`config.mk`:
```
export PLATFORM = sky130hd
export DESIGN_NAME = pixel_clock_synth_control
export DESIGN_NICKNAME = d
export VERILOG_FILES = /design/src/pixclk_pkg.sv /design/src/mod_divider.sv /design/src/pixel_clock_synth_control.sv /design/src/sync_edge.sv
export SDC_FILE = /design/constraint.sdc
export NUM_CORES = 1
export LEC_CHECK = 0
export BUFFER_PORTS_ARGS = -buffer_cell sky130_fd_sc_hd__buf_2
export CORE_ASPECT_RATIO = 1.5
export CORE_MARGIN = 4
export CORE_UTILIZATION = 60
export DETAILED_ROUTE_END_ITERATION = 8
export MAX_ROUTING_LAYER = met4
export PLACE_DENSITY = 0.85
export SLEW_MARGIN = 25
export SYNTH_ARGS = -nofsm -noshare
export SYNTH_HDL_FRONTEND = slang
export SYNTH_HIERARCHICAL = 1
export SYNTH_SLANG_ARGS = --single-unit
```
`constraint.sdc`:
```
create_clock -name pclk -period 3.06 [get_ports pclk]
set_clock_uncertainty 0.15 [all_clocks]
set_input_delay 0.153 -clock pclk [delete_from_list [all_inputs] [get_ports pclk]]
set_output_delay 0.153 -clock pclk [all_outputs]
set_load 0.005 [all_outputs]
```
`src/pixclk_pkg.sv`:
```
package pixclk_pkg;

  // APB register map; word index, byte address is four times the index
  localparam int unsigned ADDR_W = 12;
  localparam logic [7:0] SYNTH_INDEX = 8'h0D;
  localparam logic [7:0] CTRL_INDEX = 8'h0E;
  localparam logic [7:0] STATUS_INDEX = 8'h10;
  localparam logic [11:0] SYNTH_ADDR = {2'b00, SYNTH_INDEX, 2'b00};
  localparam logic [11:0] CTRL_ADDR = {2'b00, CTRL_INDEX, 2'b00};
  localparam logic [11:0] STATUS_ADDR = {2'b00, STATUS_INDEX, 2'b00};

  // Register-select code carried in the top data bits of every write
  localparam int unsigned SEL_LSB = 28;
  localparam int unsigned SEL_W = 4;
  localparam logic [3:0] SYNTH_SEL = 4'hD;
  localparam logic [3:0] CTRL_SEL = 4'hE;

  // Synthesiser divider register layout
  localparam int unsigned SYNTH_W = 16;
  localparam int unsigned MOD_W = 6;
  localparam int unsigned R_LSB = 0;
  localparam int unsigned FORCE_HI_BIT = 6;
  localparam int unsigned CLR_R_BIT = 7;
  localparam int unsigned V_LSB = 8;
  localparam int unsigned FORCE_LO_BIT = 14;
  localparam int unsigned CLR_V_BIT = 15;
  // Largest moduli after reset keep the idle synthesiser quiet
  localparam logic [15:0] SYNTH_RESET = 16'h3F3F;

  // Main control register layout
  localparam int unsigned CTRL_W = 20;
  localparam int unsigned SRC_LSB = 0;
  localparam int unsigned SRC_W = 2;
  localparam int unsigned RATE_LSB = 2;
  localparam int unsigned RATE_W = 3;
  localparam int unsigned BPP_LSB = 5;
  localparam int unsigned BPP_W = 3;
  localparam int unsigned FIFO_LSB = 8;
  localparam int unsigned FIFO_W = 3;
  localparam int unsigned INT_BIT = 12;
  localparam int unsigned DUP_BIT = 13;
  localparam int unsigned PDOWN_BIT = 14;
  localparam int unsigned TEST_LSB = 16;
  localparam int unsigned TEST_W = 4;
  // Chip comes out of reset powered down until software clears the bit
  localparam logic [19:0] CTRL_RESET = 20'h04000;

  // Status register bit positions
  localparam int unsigned ST_PIN_LEVEL = 0;
  localparam int unsigned ST_PIN_DRIVEN = 1;
  localparam int unsigned ST_NORMAL = 2;
  localparam int unsigned ST_CTRL_WRITTEN = 3;
  localparam int unsigned ST_BPP_OK = 4;
  localparam int unsigned ST_FIFO_OK = 5;
  localparam int unsigned ST_SRC_OK = 6;
  localparam int unsigned ST_PFD_LSB = 8;

  // Clock pins passing through the synchronisers
  localparam int unsigned N_CLK_IN = 4;
  localparam int unsigned IN_VIDEO = 0;
  localparam int unsigned IN_HIRES = 1;
  localparam int unsigned IN_REF = 2;
  localparam int unsigned IN_OSC = 3;

  typedef enum logic [1:0] {
    SRC_VIDEO = 2'b00,
    SRC_HIRES = 2'b01,
    SRC_REF = 2'b10,
    SRC_NONE = 2'b11
  } dot_src_e;

  typedef enum logic [2:0] {
    BPP_1 = 3'b000,
    BPP_2 = 3'b001,
    BPP_4 = 3'b010,
    BPP_8 = 3'b011,
    BPP_16 = 3'b100,
    BPP_BAD5 = 3'b101,
    BPP_32 = 3'b110,
    BPP_BAD7 = 3'b111
  } bpp_e;

  typedef enum logic [1:0] {
    PFD_IDLE = 2'b00,
    PFD_UP = 2'b01,
    PFD_DOWN = 2'b10
  } pfd_e;

endpackage

```
`src/mod_divider.sv`:
```
`timescale 1ns/1ps
`default_nettype none

// Counts input ticks and pulses once every (modulus + 1) ticks.
module mod_divider #(
  parameter int unsigned W = 6
) (
  // Clock and reset
  input wire logic clk,
  input wire logic rst_n,
  // Count control
  input wire logic tick,
  input wire logic clear,
  input wire logic [W-1:0] modulus,
  // Divided output
  output logic pulse
);

  typedef struct packed {
    logic [W-1:0] count;
    logic pulse;
  } div_s;

  div_s q;
  div_s d;

  always_comb begin
    d = q;
    d.pulse = 1'b0;
    if (clear) begin
      d.count = '0;
    end else if (tick) begin
      // Compare with >= so a modulus lowered mid-count still wraps at once
      if (q.count >= modulus) begin
        d.count = '0;
        d.pulse = 1'b1;
      end else begin
        d.count = W'(q.count + 1'b1);
      end
    end
  end

  always_ff @(posedge clk or negedge rst_n) begin
    if (!rst_n) begin
      q <= '0;
    end else begin
      q <= d;
    end
  end

  assign pulse = q.pulse;

endmodule

`default_nettype wire

```
`src/pixel_clock_synth_control.sv`:
```
`timescale 1ns/1ps
`default_nettype none

module pixel_clock_synth_control (
  // Clock and reset
  input wire logic pclk,
  input wire logic presetn,
  // APB slave
  input wire logic psel,
  input wire logic penable,
  input wire logic pwrite,
  input wire logic [11:0] paddr,
  input wire logic [31:0] pwdata,
  output logic [31:0] prdata,
  output logic pready,
  output logic pslverr,
  // Clock pins
  input wire logic video_clock_input,
  input wire logic hires_clock_input,
  input wire logic ref_clock_input,
  input wire logic tunable_oscillator,
  // Phase comparator pin
  output logic phase_detect_out,
  output logic phase_detect_oe_n,
  // Dot clock and display configuration
  output logic dot_clock_tick,
  output logic [5:0] bits_per_pixel,
  output logic bpp_supported,
  output logic [4:0] fifo_load_quads,
  output logic fifo_load_supported,
  output logic interlace_en,
  output logic dual_panel_en,
  output logic power_down,
  output logic normal_op
);

  typedef struct packed {
    logic [pixclk_pkg::SYNTH_W-1:0] synth;
    logic [pixclk_pkg::CTRL_W-1:0] ctrl;
    logic ctrl_written;
    pixclk_pkg::pfd_e pfd;
    logic pin_level;
    logic pin_oe_n;
    logic [31:0] rdata;
    logic slverr;
    logic [5:0] bpp;
    logic bpp_ok;
    logic [4:0] quads;
    logic quads_ok;
    logic interlace;
    logic dual;
    logic pdown;
    logic normal;
  } state_s;

  localparam state_s RESET_STATE = '{
    synth: pixclk_pkg::SYNTH_RESET,
    ctrl: pixclk_pkg::CTRL_RESET,
    ctrl_written: 1'b0,
    pfd: pixclk_pkg::PFD_IDLE,
    pin_level: 1'b0,
    pin_oe_n: 1'b1,
    rdata: 32'h0000_0000,
    slverr: 1'b0,
    bpp: 6'h01,
    bpp_ok: 1'b1,
    quads: 5'h00,
    quads_ok: 1'b0,
    interlace: 1'b0,
    dual: 1'b0,
    pdown: 1'b1,
    normal: 1'b0
  };

  state_s state_q;
  state_s state_d;

  // Synchronised clock-pin edges
  logic [pixclk_pkg::N_CLK_IN-1:0] pin_vec;
  logic [pixclk_pkg::N_CLK_IN-1:0] pin_rise;

  // Divider pulses and dot-clock control
  logic ref_div_pulse;
  logic osc_div_pulse;
  logic src_tick;
  logic dot_run;

  // Register fields
  logic [pixclk_pkg::MOD_W-1:0] r_mod;
  logic [pixclk_pkg::MOD_W-1:0] v_mod;
  logic force_hi;
  logic force_lo;
  logic clr_r;
  logic clr_v;
  logic [pixclk_pkg::SRC_W-1:0] src_sel;
  logic [pixclk_pkg::RATE_W-1:0] rate_sel;
  logic [pixclk_pkg::TEST_W-1:0] test_code;

  // Bus decode
  logic setup_phase;
  logic write_hit;
  logic [31:0] status_word;

  // Address names one of the three registers
  function automatic logic addr_mapped(input logic [11:0] addr);
    return (addr == pixclk_pkg::SYNTH_ADDR) || (addr == pixclk_pkg::CTRL_ADDR) ||
           (addr == pixclk_pkg::STATUS_ADDR);
  endfunction

  // Select code in the write data matches the addressed register
  function automatic logic sel_match(input logic [11:0] addr, input logic [31:0] data);
    logic [3:0] code;
    code = data[pixclk_pkg::SEL_LSB +: pixclk_pkg::SEL_W];
    return ((addr == pixclk_pkg::SYNTH_ADDR) && (code == pixclk_pkg::SYNTH_SEL)) ||
           ((addr == pixclk_pkg::CTRL_ADDR) && (code == pixclk_pkg::CTRL_SEL));
  endfunction

  // Pixel depth in bits; zero width marks an unsupported code
  function automatic logic [5:0] bpp_width(input logic [2:0] code);
    logic [5:0] w;
    w = 6'h00;
    case (pixclk_pkg::bpp_e'(code))
      pixclk_pkg::BPP_1: w = 6'h01;
      pixclk_pkg::BPP_2: w = 6'h02;
      pixclk_pkg::BPP_4: w = 6'h04;
      pixclk_pkg::BPP_8: w = 6'h08;
      pixclk_pkg::BPP_16: w = 6'h10;
      pixclk_pkg::BPP_32: w = 6'h20;
      default: w = 6'h00;
    endcase
    return w;
  endfunction

  assign pin_vec[pixclk_pkg::IN_VIDEO] = video_clock_input;
  assign pin_vec[pixclk_pkg::IN_HIRES] = hires_clock_input;
  assign pin_vec[pixclk_pkg::IN_REF] = ref_clock_input;
  assign pin_vec[pixclk_pkg::IN_OSC] = tunable_oscillator;

  genvar gi;
  generate
    for (gi = 0; gi < pixclk_pkg::N_CLK_IN; gi++) begin : g_sync
      sync_edge u_sync (
        .clk(pclk),
        .rst_n(presetn),
        .pin_in(pin_vec[gi]),
        .rise(pin_rise[gi])
      );
    end
  endgenerate

  assign r_mod = state_q.synth[pixclk_pkg::R_LSB +: pixclk_pkg::MOD_W];
  assign v_mod = state_q.synth[pixclk_pkg::V_LSB +: pixclk_pkg::MOD_W];
  assign force_hi = state_q.synth[pixclk_pkg::FORCE_HI_BIT];
  assign force_lo = state_q.synth[pixclk_pkg::FORCE_LO_BIT];
  assign clr_r = state_q.synth[pixclk_pkg::CLR_R_BIT];
  assign clr_v = state_q.synth[pixclk_pkg::CLR_V_BIT];
  assign src_sel = state_q.ctrl[pixclk_pkg::SRC_LSB +: pixclk_pkg::SRC_W];
  assign rate_sel = state_q.ctrl[pixclk_pkg::RATE_LSB +: pixclk_pkg::RATE_W];
  assign test_code = state_q.ctrl[pixclk_pkg::TEST_LSB +: pixclk_pkg::TEST_W];

  // Field value is modulus minus one, so the divider wraps after value+1 ticks
  mod_divider #(.W(pixclk_pkg::MOD_W)) u_ref_div (
    .clk(pclk),
    .rst_n(presetn),
    .tick(pin_rise[pixclk_pkg::IN_REF]),
    .clear(clr_r),
    .modulus(r_mod),
    .pulse(ref_div_pulse)
  );

  mod_divider #(.W(pixclk_pkg::MOD_W)) u_osc_div (
    .clk(pclk),
    .rst_n(presetn),
    .tick(pin_rise[pixclk_pkg::IN_OSC]),
    .clear(clr_v),
    .modulus(v_mod),
    .pulse(osc_div_pulse)
  );

  always_comb begin
    case (pixclk_pkg::dot_src_e'(src_sel))
      pixclk_pkg::SRC_VIDEO: src_tick = pin_rise[pixclk_pkg::IN_VIDEO];
      pixclk_pkg::SRC_HIRES: src_tick = pin_rise[pixclk_pkg::IN_HIRES];
      pixclk_pkg::SRC_REF: src_tick = pin_rise[pixclk_pkg::IN_REF];
      default: src_tick = 1'b0;
    endcase
  end

  // Dot clock stops while powered down or in a test mode
  assign dot_run = state_q.normal;

  mod_divider #(.W(pixclk_pkg::RATE_W)) u_prescale (
    .clk(pclk),
    .rst_n(presetn),
    .tick(src_tick),
    .clear(~dot_run),
    .modulus(rate_sel),
    .pulse(dot_clock_tick)
  );

  assign setup_phase = psel & ~penable;
  assign write_hit = psel & penable & pready & pwrite & sel_match(paddr, pwdata);

  always_comb begin
    status_word = 32'h0000_0000;
    status_word[pixclk_pkg::ST_PIN_LEVEL] = state_q.pin_level;
    status_word[pixclk_pkg::ST_PIN_DRIVEN] = ~state_q.pin_oe_n;
    status_word[pixclk_pkg::ST_NORMAL] = state_q.normal;
    status_word[pixclk_pkg::ST_CTRL_WRITTEN] = state_q.ctrl_written;
    status_word[pixclk_pkg::ST_BPP_OK] = state_q.bpp_ok;
    status_word[pixclk_pkg::ST_FIFO_OK] = state_q.quads_ok;
    status_word[pixclk_pkg::ST_SRC_OK] = (src_sel != pixclk_pkg::SRC_NONE);
    status_word[pixclk_pkg::ST_PFD_LSB +: 2] = state_q.pfd;
  end

  always_comb begin
    state_d = state_q;

    // Register loads; a wrong select code leaves both registers untouched
    if (write_hit && (paddr == pixclk_pkg::SYNTH_ADDR)) begin
      state_d.synth = pwdata[pixclk_pkg::SYNTH_W-1:0];
    end
    if (write_hit && (paddr == pixclk_pkg::CTRL_ADDR)) begin
      state_d.ctrl = pwdata[pixclk_pkg::CTRL_W-1:0];
      state_d.ctrl_written = 1'b1;
    end

    // Read data and error are prepared in the setup phase for the access phase
    if (setup_phase) begin
      state_d.rdata = 32'h0000_0000;
      state_d.slverr = ~addr_mapped(paddr) | (pwrite & ~sel_match(paddr, pwdata));
      if (!pwrite) begin
        case (paddr)
          pixclk_pkg::SYNTH_ADDR: state_d.rdata = {16'h0000, state_q.synth};
          pixclk_pkg::CTRL_ADDR: state_d.rdata = {12'h000, state_q.ctrl};
          pixclk_pkg::STATUS_ADDR: state_d.rdata = status_word;
          default: state_d.rdata = 32'h0000_0000;
        endcase
      end
    end

    // Decoded configuration follows the control value being loaded
    state_d.bpp = bpp_width(state_d.ctrl[pixclk_pkg::BPP_LSB +: pixclk_pkg::BPP_W]);
    state_d.bpp_ok = (state_d.bpp != 6'h00);
    state_d.quads = {state_d.ctrl[pixclk_pkg::FIFO_LSB +: pixclk_pkg::FIFO_W], 2'b00};
    state_d.quads_ok = (state_d.quads != 5'h00);
    state_d.interlace = state_d.ctrl[pixclk_pkg::INT_BIT];
    state_d.dual = state_d.ctrl[pixclk_pkg::DUP_BIT];
    state_d.pdown = state_d.ctrl[pixclk_pkg::PDOWN_BIT];
    state_d.normal = ~state_d.pdown &
                     (state_d.ctrl[pixclk_pkg::TEST_LSB +: pixclk_pkg::TEST_W] == 4'h0);

    // Phase-frequency detector; coincident divided edges cancel
    case (state_q.pfd)
      pixclk_pkg::PFD_IDLE: begin
        if (ref_div_pulse && !osc_div_pulse) begin
          state_d.pfd = pixclk_pkg::PFD_UP;
        end else if (osc_div_pulse && !ref_div_pulse) begin
          state_d.pfd = pixclk_pkg::PFD_DOWN;
        end
      end
      pixclk_pkg::PFD_UP: begin
        if (osc_div_pulse) begin
          state_d.pfd = pixclk_pkg::PFD_IDLE;
        end
      end
      pixclk_pkg::PFD_DOWN: begin
        if (ref_div_pulse) begin
          state_d.pfd = pixclk_pkg::PFD_IDLE;
        end
      end
      default: state_d.pfd = pixclk_pkg::PFD_IDLE;
    endcase

    // Pin drive; force-high wins if software sets both force bits
    if (force_hi) begin
      state_d.pin_level = 1'b1;
      state_d.pin_oe_n = 1'b0;
    end else if (force_lo) begin
      state_d.pin_level = 1'b0;
      state_d.pin_oe_n = 1'b0;
    end else if (state_q.pdown) begin
      state_d.pin_level = 1'b0;
      state_d.pin_oe_n = 1'b1;
    end else begin
      case (state_d.pfd)
        pixclk_pkg::PFD_UP: begin
          state_d.pin_level = 1'b1;
          state_d.pin_oe_n = 1'b0;
        end
        pixclk_pkg::PFD_DOWN: begin
          state_d.pin_level = 1'b0;
          state_d.pin_oe_n = 1'b0;
        end
        default: begin
          // Released pin lets the loop filter hold its voltage
          state_d.pin_level = 1'b0;
          state_d.pin_oe_n = 1'b1;
        end
      endcase
    end
  end

  always_ff @(posedge pclk or negedge presetn) begin
    if (!presetn) begin
      state_q <= RESET_STATE;
    end else begin
      state_q <= state_d;
    end
  end

  // Zero-wait-state slave
  assign pready = 1'b1;
  assign prdata = state_q.rdata;
  assign pslverr = state_q.slverr;
  assign phase_detect_out = state_q.pin_level;
  assign phase_detect_oe_n = state_q.pin_oe_n;
  assign bits_per_pixel = state_q.bpp;
  assign bpp_supported = state_q.bpp_ok;
  assign fifo_load_quads = state_q.quads;
  assign fifo_load_supported = state_q.quads_ok;
  assign interlace_en = state_q.interlace;
  assign dual_panel_en = state_q.dual;
  assign power_down = state_q.pdown;
  assign normal_op = state_q.normal;

endmodule

`default_nettype wire

```
`src/sync_edge.sv`:
```
`timescale 1ns/1ps
`default_nettype none

// Two-stage synchroniser with a rising-edge pulse; the pin must toggle
// slower than half of pclk or edges are lost.
module sync_edge (
  // Clock and reset
  input wire logic clk,
  input wire logic rst_n,
  // Asynchronous pin and its edge
  input wire logic pin_in,
  output logic rise
);

  typedef struct packed {
    logic s1;
    logic s2;
    logic s3;
    logic rise;
  } sync_s;

  sync_s q;
  sync_s d;

  always_comb begin
    d.s1 = pin_in;
    d.s2 = q.s1;
    d.s3 = q.s2;
    d.rise = q.s2 & ~q.s3;
  end

  always_ff @(posedge clk or negedge rst_n) begin
    if (!rst_n) begin
      q <= '0;
    end else begin
      q <= d;
    end
  end

  assign rise = q.rise;

endmodule

`default_nettype wire
```
==> results.md, run 1 <==
- Worst-skew pair later-pin latency: 340 ps
- Post-synth EDFFs: 0
- Total of max-cap violations: 0
- Post-synthesis cell area: 5360 um^2
- Yosys Warn Count: 6
- Adder-Cell Fraction of Synth Area: 0.0444
- CP Capture Type: flop
- Via/cell ratio: 5.75
- Lkg Pwr: 2.98 nW
- RSZ-0062 raised after global routing: false
- Area occupied by multi-input gates: 2270 um^2
- Post-CTS Setup Bufs: 0
- Global-route usage over all layers: 0.236
- Peak supply drop: 0.404 mV
- Core Box Area: 8780 um^2
- Worst Hold Class: in -> reg
- Comb pwr share: 0.062
- Max-slew violation count: 0
- CTS tree: yes
- Unique masters post-synth: 63
- Clock power share: 0.426
- Slew of the pin with the lowest slew margin: 839 ps
- Layout area overhead: 15.4%
- Sequential-to-total area share from yosys stat: 0.494
- CTS H-tree depth: 3
- Drt pass-1 iters: 4
- Fill cell count: 640
- Fin crit share: 0.773
- Reg2Reg Launch Point: r_mod[5]
- Critical Path Start: pwrite
- Simple-gate area share of the yosys netlist: 0.132
- Int Pwr: 2.21 mW
- Final setup TNS: 0 ps
- CTS resizes: 0
- I/O pin count: 107
- Setup slack after layout: 694 ps
- Grt ovf: 0
- Setup Slack @ Placement: 726 ps
- Pwr/cell area: 451 nW/um^2
- WL final: 11200 um
- Wire length per cell: 17.1 um
- Final ANT Viol Nets: 0
- CTS Sinks: 105
- Final Hold Viols: 0
- FP Rows: 42
- Compound-Gate Fraction of Synth Area: 0.131
- Cells after synthesis: 460
- CTS root buf: clkbuf_16
- Number of synthesized register bits: 105
- Worst-path clk slew: 70 ps
- Setup violators final: 0
- Via count: 3758
- First-pass GRT wire length: 19100 um
- Async SR Flop Fraction: 1.00
- Worst path required time: 3140 ps
- # port buffers: 83
- Final min period: 2370 ps
- Critical path class: in -> reg
- Post-layout util: 0.704
- Fmax: 423 MHz
- Die H: 124 um
- Seq. cell area: 2650 um^2
- Initial Utilization: 0.610
- Initial antenna violation count: 0
- CTS max path bufs: 2
- Hold_buf cts: 27
- Avg Cell Area, Syn: 11.6 um^2
- P_sw: 0.580 mW
- Nets: 611
- Share of cells above drive strength 1: 0.335
- Largest family of logic cells by synthesized area: simple AND/OR/NAND/NOR gates
- Worst reg2reg setup slack: 890 ps
- Commonest cells after routing, fill and taps aside: 89 x dfrtp_1, 82 x buf_2, 34 x nand2_1
- Mux share of post-synthesis cell area: 0.102
- Status: complete, no violations
- RD Place Congestion: 0.850
- Residual DRC: 0
- Detail Placement HPWL: 8110 um
- Die W: 85.1 um
- Num CTS Buffers: 9
- Sw frac: 0.208
- Slew margin rel.: 0.441
- Hold path startpoint: pwdata[7]
- Number of global-route vias before repair: 3968
- Flop pwr share: 0.513
- Pin count of the biggest net entering global routing: 64
- Ant. Diodes: 0
- Dominant synthesized flop cell: dfrtp_1
- Initial DRC Count: 229
- XOR/XNOR Fraction of Synth Area: 0.00327
- Highest net fanout along the worst path: 20
- Most common cell after layout, fill and taps aside: dfrtp_1
- Critical Path AT: 2440 ps
- Final Total Pwr: 2.79 mW
- Die ar.: 10500 um^2
- Startpoint types: input pin
==> path summary, 6_finish.rpt <==
path                       depth (start not counted)                    end
min reg2reg                                        0  g_sync[2].u_sync/d[1]
max reg2reg                                        7         u_ref_div/q[6]
min in group asynchronous                          2             prdata[18]
min                                                2                  clr_r
max in group asynchronous                          3            state_q[69]
max                                                6            state_q[68]
==> power groups by stage <==
stage | Sequential (mW) | Clock [mW] | Combinational (mW)
finish | 1.43 | 1.19 | 0.172
global route | 1.43 | 1.27 | 0.195
CTS | 1.43 | 1.21 | 0.173
detailed placement | 1.45 | 0 | 0.147
global placement | 1.45 | 0 | 0.141
floorplan | 1.45 | 0 | 0.0697
==> flip-flops by register name (all words and copies together), names as in the netlist, 2 cells and up <==
signal              cells
u_osc_div/q             6
g_sync.u_sync/rise      4
g_sync.u_sync/d         8
src_sel                 2
fifo_load_quads         2
bits_per_pixel          6
g_sync.u_sync/q         4
u_ref_div/q             6
rate_sel                3
state_q                22
r_mod                   6
u_prescale/q            3
prdata                 20
==> cells in the mapped netlist, types with 4 or more instances <==
master	instances	area [um^2]
inv_1	21	78.8
a22oi_1	16	120
nand3_1	6	30.0
a21oi_1	4	20.0
o21ai_1	7	35.0
buf_4	47	353
nand2_1	34	128
a22o_1	13	114
mux2i_1	6	60.1
nand2b_1	5	31.3
dfstp_2	16	420
clkbuf_1	9	33.8
nand3b_1	7	52.6
nor3b_1	4	30.0
mux2_2	28	315
o2bb2ai_1	7	61.3
nor2_1	17	63.8
dfrtp_1	89	2230
o21ai_0	10	50.1
nor3_1	10	50.1
ha_1	19	238
mux2_4	10	150
o22ai_1	4	25.0
nor2b_4	5	68.8
==> metrics by stage <==
stage | hold WS (ps) | area (um^2) | instances
6_report | 14.7 | 6180 | 653
5_1_grt | 20.1 | 6180 | 653
4_1_cts | 11.4 | 6180 | 653
3_5_place_dp | 113 | 5590 | 611
3_3_place_gp | 111 | 5590 | 611
2_1_floorplan | -293 | 5400 | 473
==> worst max-delay path, stage by stage <==
cell,delay [ps]
dlygate4sd3_1,530
buf_2,170
and3_1,270
nand4_2,610
buf_4,420
mux2_2,280
==> final cells by class <==
type | instances | area share
well taps | 110 | 0.0223
clock buffers | 13 | 0.0454
multi-input cells | 288 | 0.367
flip-flops and latches | 105 | 0.428
repair buffers | 114 | 0.118
inverters | 21 | 0.0128
clock inverters | 2 | 0.00567
==> cells by family after synthesis <==
group | after synthesis
AOI/OAI and AO/OA | 88
xor gates and xnor gates | 2
adders and majority gates | 19
buffers and inverters | 80
DFF | 105
muxes | 46
other | 2
and+or+nand+nor | 118
==> per-layer routing <==
layer,global-route usage,up-vias,part of all wire
met5,-,-,0
li1,-,1734,-
met1,0.267,1873,0.38
met3,0.0410,27,0.058
met4,0.105,0,0.025
met2,0.409,124,0.54
No activity file was read; power rests on OpenSTA's default activity.
==> run 2: changes to the inputs <==
--- a/config.mk
+++ b/config.mk
@@ -8,10 +8,10 @@
 export BUFFER_PORTS_ARGS = -buffer_cell sky130_fd_sc_hd__buf_2
 export CORE_ASPECT_RATIO = 1.5
 export CORE_MARGIN = 4
-export CORE_UTILIZATION = 60
+export CORE_UTILIZATION = 50
 export DETAILED_ROUTE_END_ITERATION = 8
 export MAX_ROUTING_LAYER = met4
-export PLACE_DENSITY = 0.85
+export PLACE_DENSITY = 0.75
 export SLEW_MARGIN = 25
 export SYNTH_ARGS = -nofsm -noshare
 export SYNTH_HDL_FRONTEND = slang
==> constraint.sdc (replaced) <==
create_clock -name pclk -period 1.9 [get_ports pclk]
set_clock_uncertainty 0.15 [all_clocks]
set_input_delay 0.095 -clock pclk [delete_from_list [all_inputs] [get_ports pclk]]
set_output_delay 0.095 -clock pclk [all_outputs]
set_load 0.005 [all_outputs]
==> results.md, run 2 (synthesis gave the netlist of run 1 again) <==
- CP Capture Type: flop
- Fmax: 498 MHz
- I/O pin count: 107
- Detail Placement HPWL: 8470 um
- Sw frac: 0.226
- Highest net fanout along the worst path: 6
- Ant. Diodes: 0
- CTS root buf: clkbuf_16
- Clock power share: 0.422
- Final setup TNS: -237 ps
- Die ar.: 12500 um^2
- Via count: 3916
- RSZ-0062 raised after global routing: true
- RD Place Congestion: 0.828
- Die W: 92.5 um
- Comb pwr share: 0.066
- Initial Utilization: 0.508
- Critical path class: reg -> reg
- Setup slack after layout: -110 ps
- Initial antenna violation count: 0
- Grt ovf: 0
- Worst-path clk slew: 70 ps
- Final ANT Viol Nets: 0
- Top reg by flops: state_q
- Number of flip-flops in the largest register: 22
- Most common cell after layout, fill and taps aside: dfrtp_1
- Total of max-cap violations: 0
- Number of global-route vias before repair: 4153
- Initial DRC Count: 205
- Int Pwr: 3.47 mW
- Critical Path AT: 2130 ps
- Setup Slack @ Placement: -131 ps
- Drt pass-1 iters: 4
- Core Box Area: 10500 um^2
- Share of cells above drive strength 1: 0.417
- Uppermost routed layer: met4
- Worst-skew pair later-pin latency: 350 ps
- Final min period: 2010 ps
- Nets: 648
- FP Rows: 46
- Met2 wire length: 6530 um
- First-pass GRT wire length: 19800 um
- Buf+Inv Stages, Crit Path: 1
- Commonest cells after routing, fill and taps aside: 89 x dfrtp_1, 82 x buf_2, 33 x buf_4
- Max stage delay cell, worst path: dfstp_2
- Pwr/cell area: 668 nW/um^2
- Slowest stage delay, CP: 550 ps
- Critical path's top delay family: compound AO/OA/AOI/OAI gates
- Wire length per cell: 16.8 um
- Worst hold margin: 90.3 ps
- Flop pwr share: 0.513
- Crit-path cells: inv_2 -> ha_4 -> a21oi_4 -> o2111ai_2 -> o21bai_4 -> or3_1 -> o211ai_1
- WL final: 12200 um
- Fin crit share: 1.06
- # port buffers: 83
- Num CTS Buffers: 9
- Residual DRC: 0
- CTS Sinks: 105
- Metal-1 WL: 4570 um
- Worst Hold Class: in -> async
- Die H: 135 um
- Via/cell ratio: 5.40
- CTS H-tree depth: 3
- CTS tree: yes
- Global-route usage over all layers: 0.209
- Metal3 WL: 698 um
- Max-slew violation count: 0
- Layout area overhead: 25.4%
- Setup violators final: 6
- Failing checks: setup timing
- P_sw: 1.01 mW
- Status: finished with violations
- Pin count of the biggest net entering global routing: 40
- Post-layout util: 0.638
- Worst path required time: 2020 ps
- Peak supply drop: 0.513 mV
- Startpoint types: flop
- CTS max path bufs: 2
- Final Hold Viols: 0
- Lkg Pwr: 3.19 nW
[run 2: layout make-up]
type,count,area [um^2]
clock inverters,5,62.6
multi-input cells,288,2450
inverters,21,78.8
well taps,144,180
repair buffers,151,1050
clock buffers,11,243
fillers,808,3810
flip-flops and latches,105,2650
[run 2: path summary, 6_finish.rpt]
check / from / to / slack [ps] / cells past startpoint
max: r_mod[3] / u_ref_div/q[6] / -110 / 7
min: presetn / u_ref_div/q[4] / 90 / 2
max reg2reg: r_mod[3] / u_ref_div/q[6] / -110 / 7
min reg2reg: g_sync[2].u_sync/d[2] / g_sync[2].u_sync/d[1] / 200 / 0
max in group asynchronous: presetn / r_mod[3] / 830 / 3
min in group pclk: psel / prdata[14] / 130 / 5
[run 2: what timing repair did]
action | CTS | global route
hold buffers | 29 | 0
hold endpoints to repair | 112 | 0
setup buffers | 9 | 1
pin swaps | 16 | 12
endpoints found under the setup margin | 6 | 11
resized for setup | 16 | 16
[run 2: through the flow]
step                      cell area, um^2  power (mW)  cells
final                                6720        4.49    725
after global placement               5910        2.58    670
after detailed placement             5910        2.59    670
after floorplan                      5460        2.45    473
after global routing                 6720        4.67    725
after CTS                            6660        4.53    724
[run 2: power groups by stage]
stage               Clock (mW)  Sequential (mW)  Combinational [mW]
CTS                       1.94             2.30               0.294
floorplan                    0             2.34               0.112
global route              2.04             2.30               0.329
global placement             0             2.34               0.240
finish                    1.89             2.30               0.295
detailed placement           0             2.34               0.246
[run 2: per-layer routing]
metal	GRT usage	vias up
li1	-	1819
met1	0.226	1941
met2	0.364	126
met3	0.0368	30
met4	0.108	0
met5	-	-
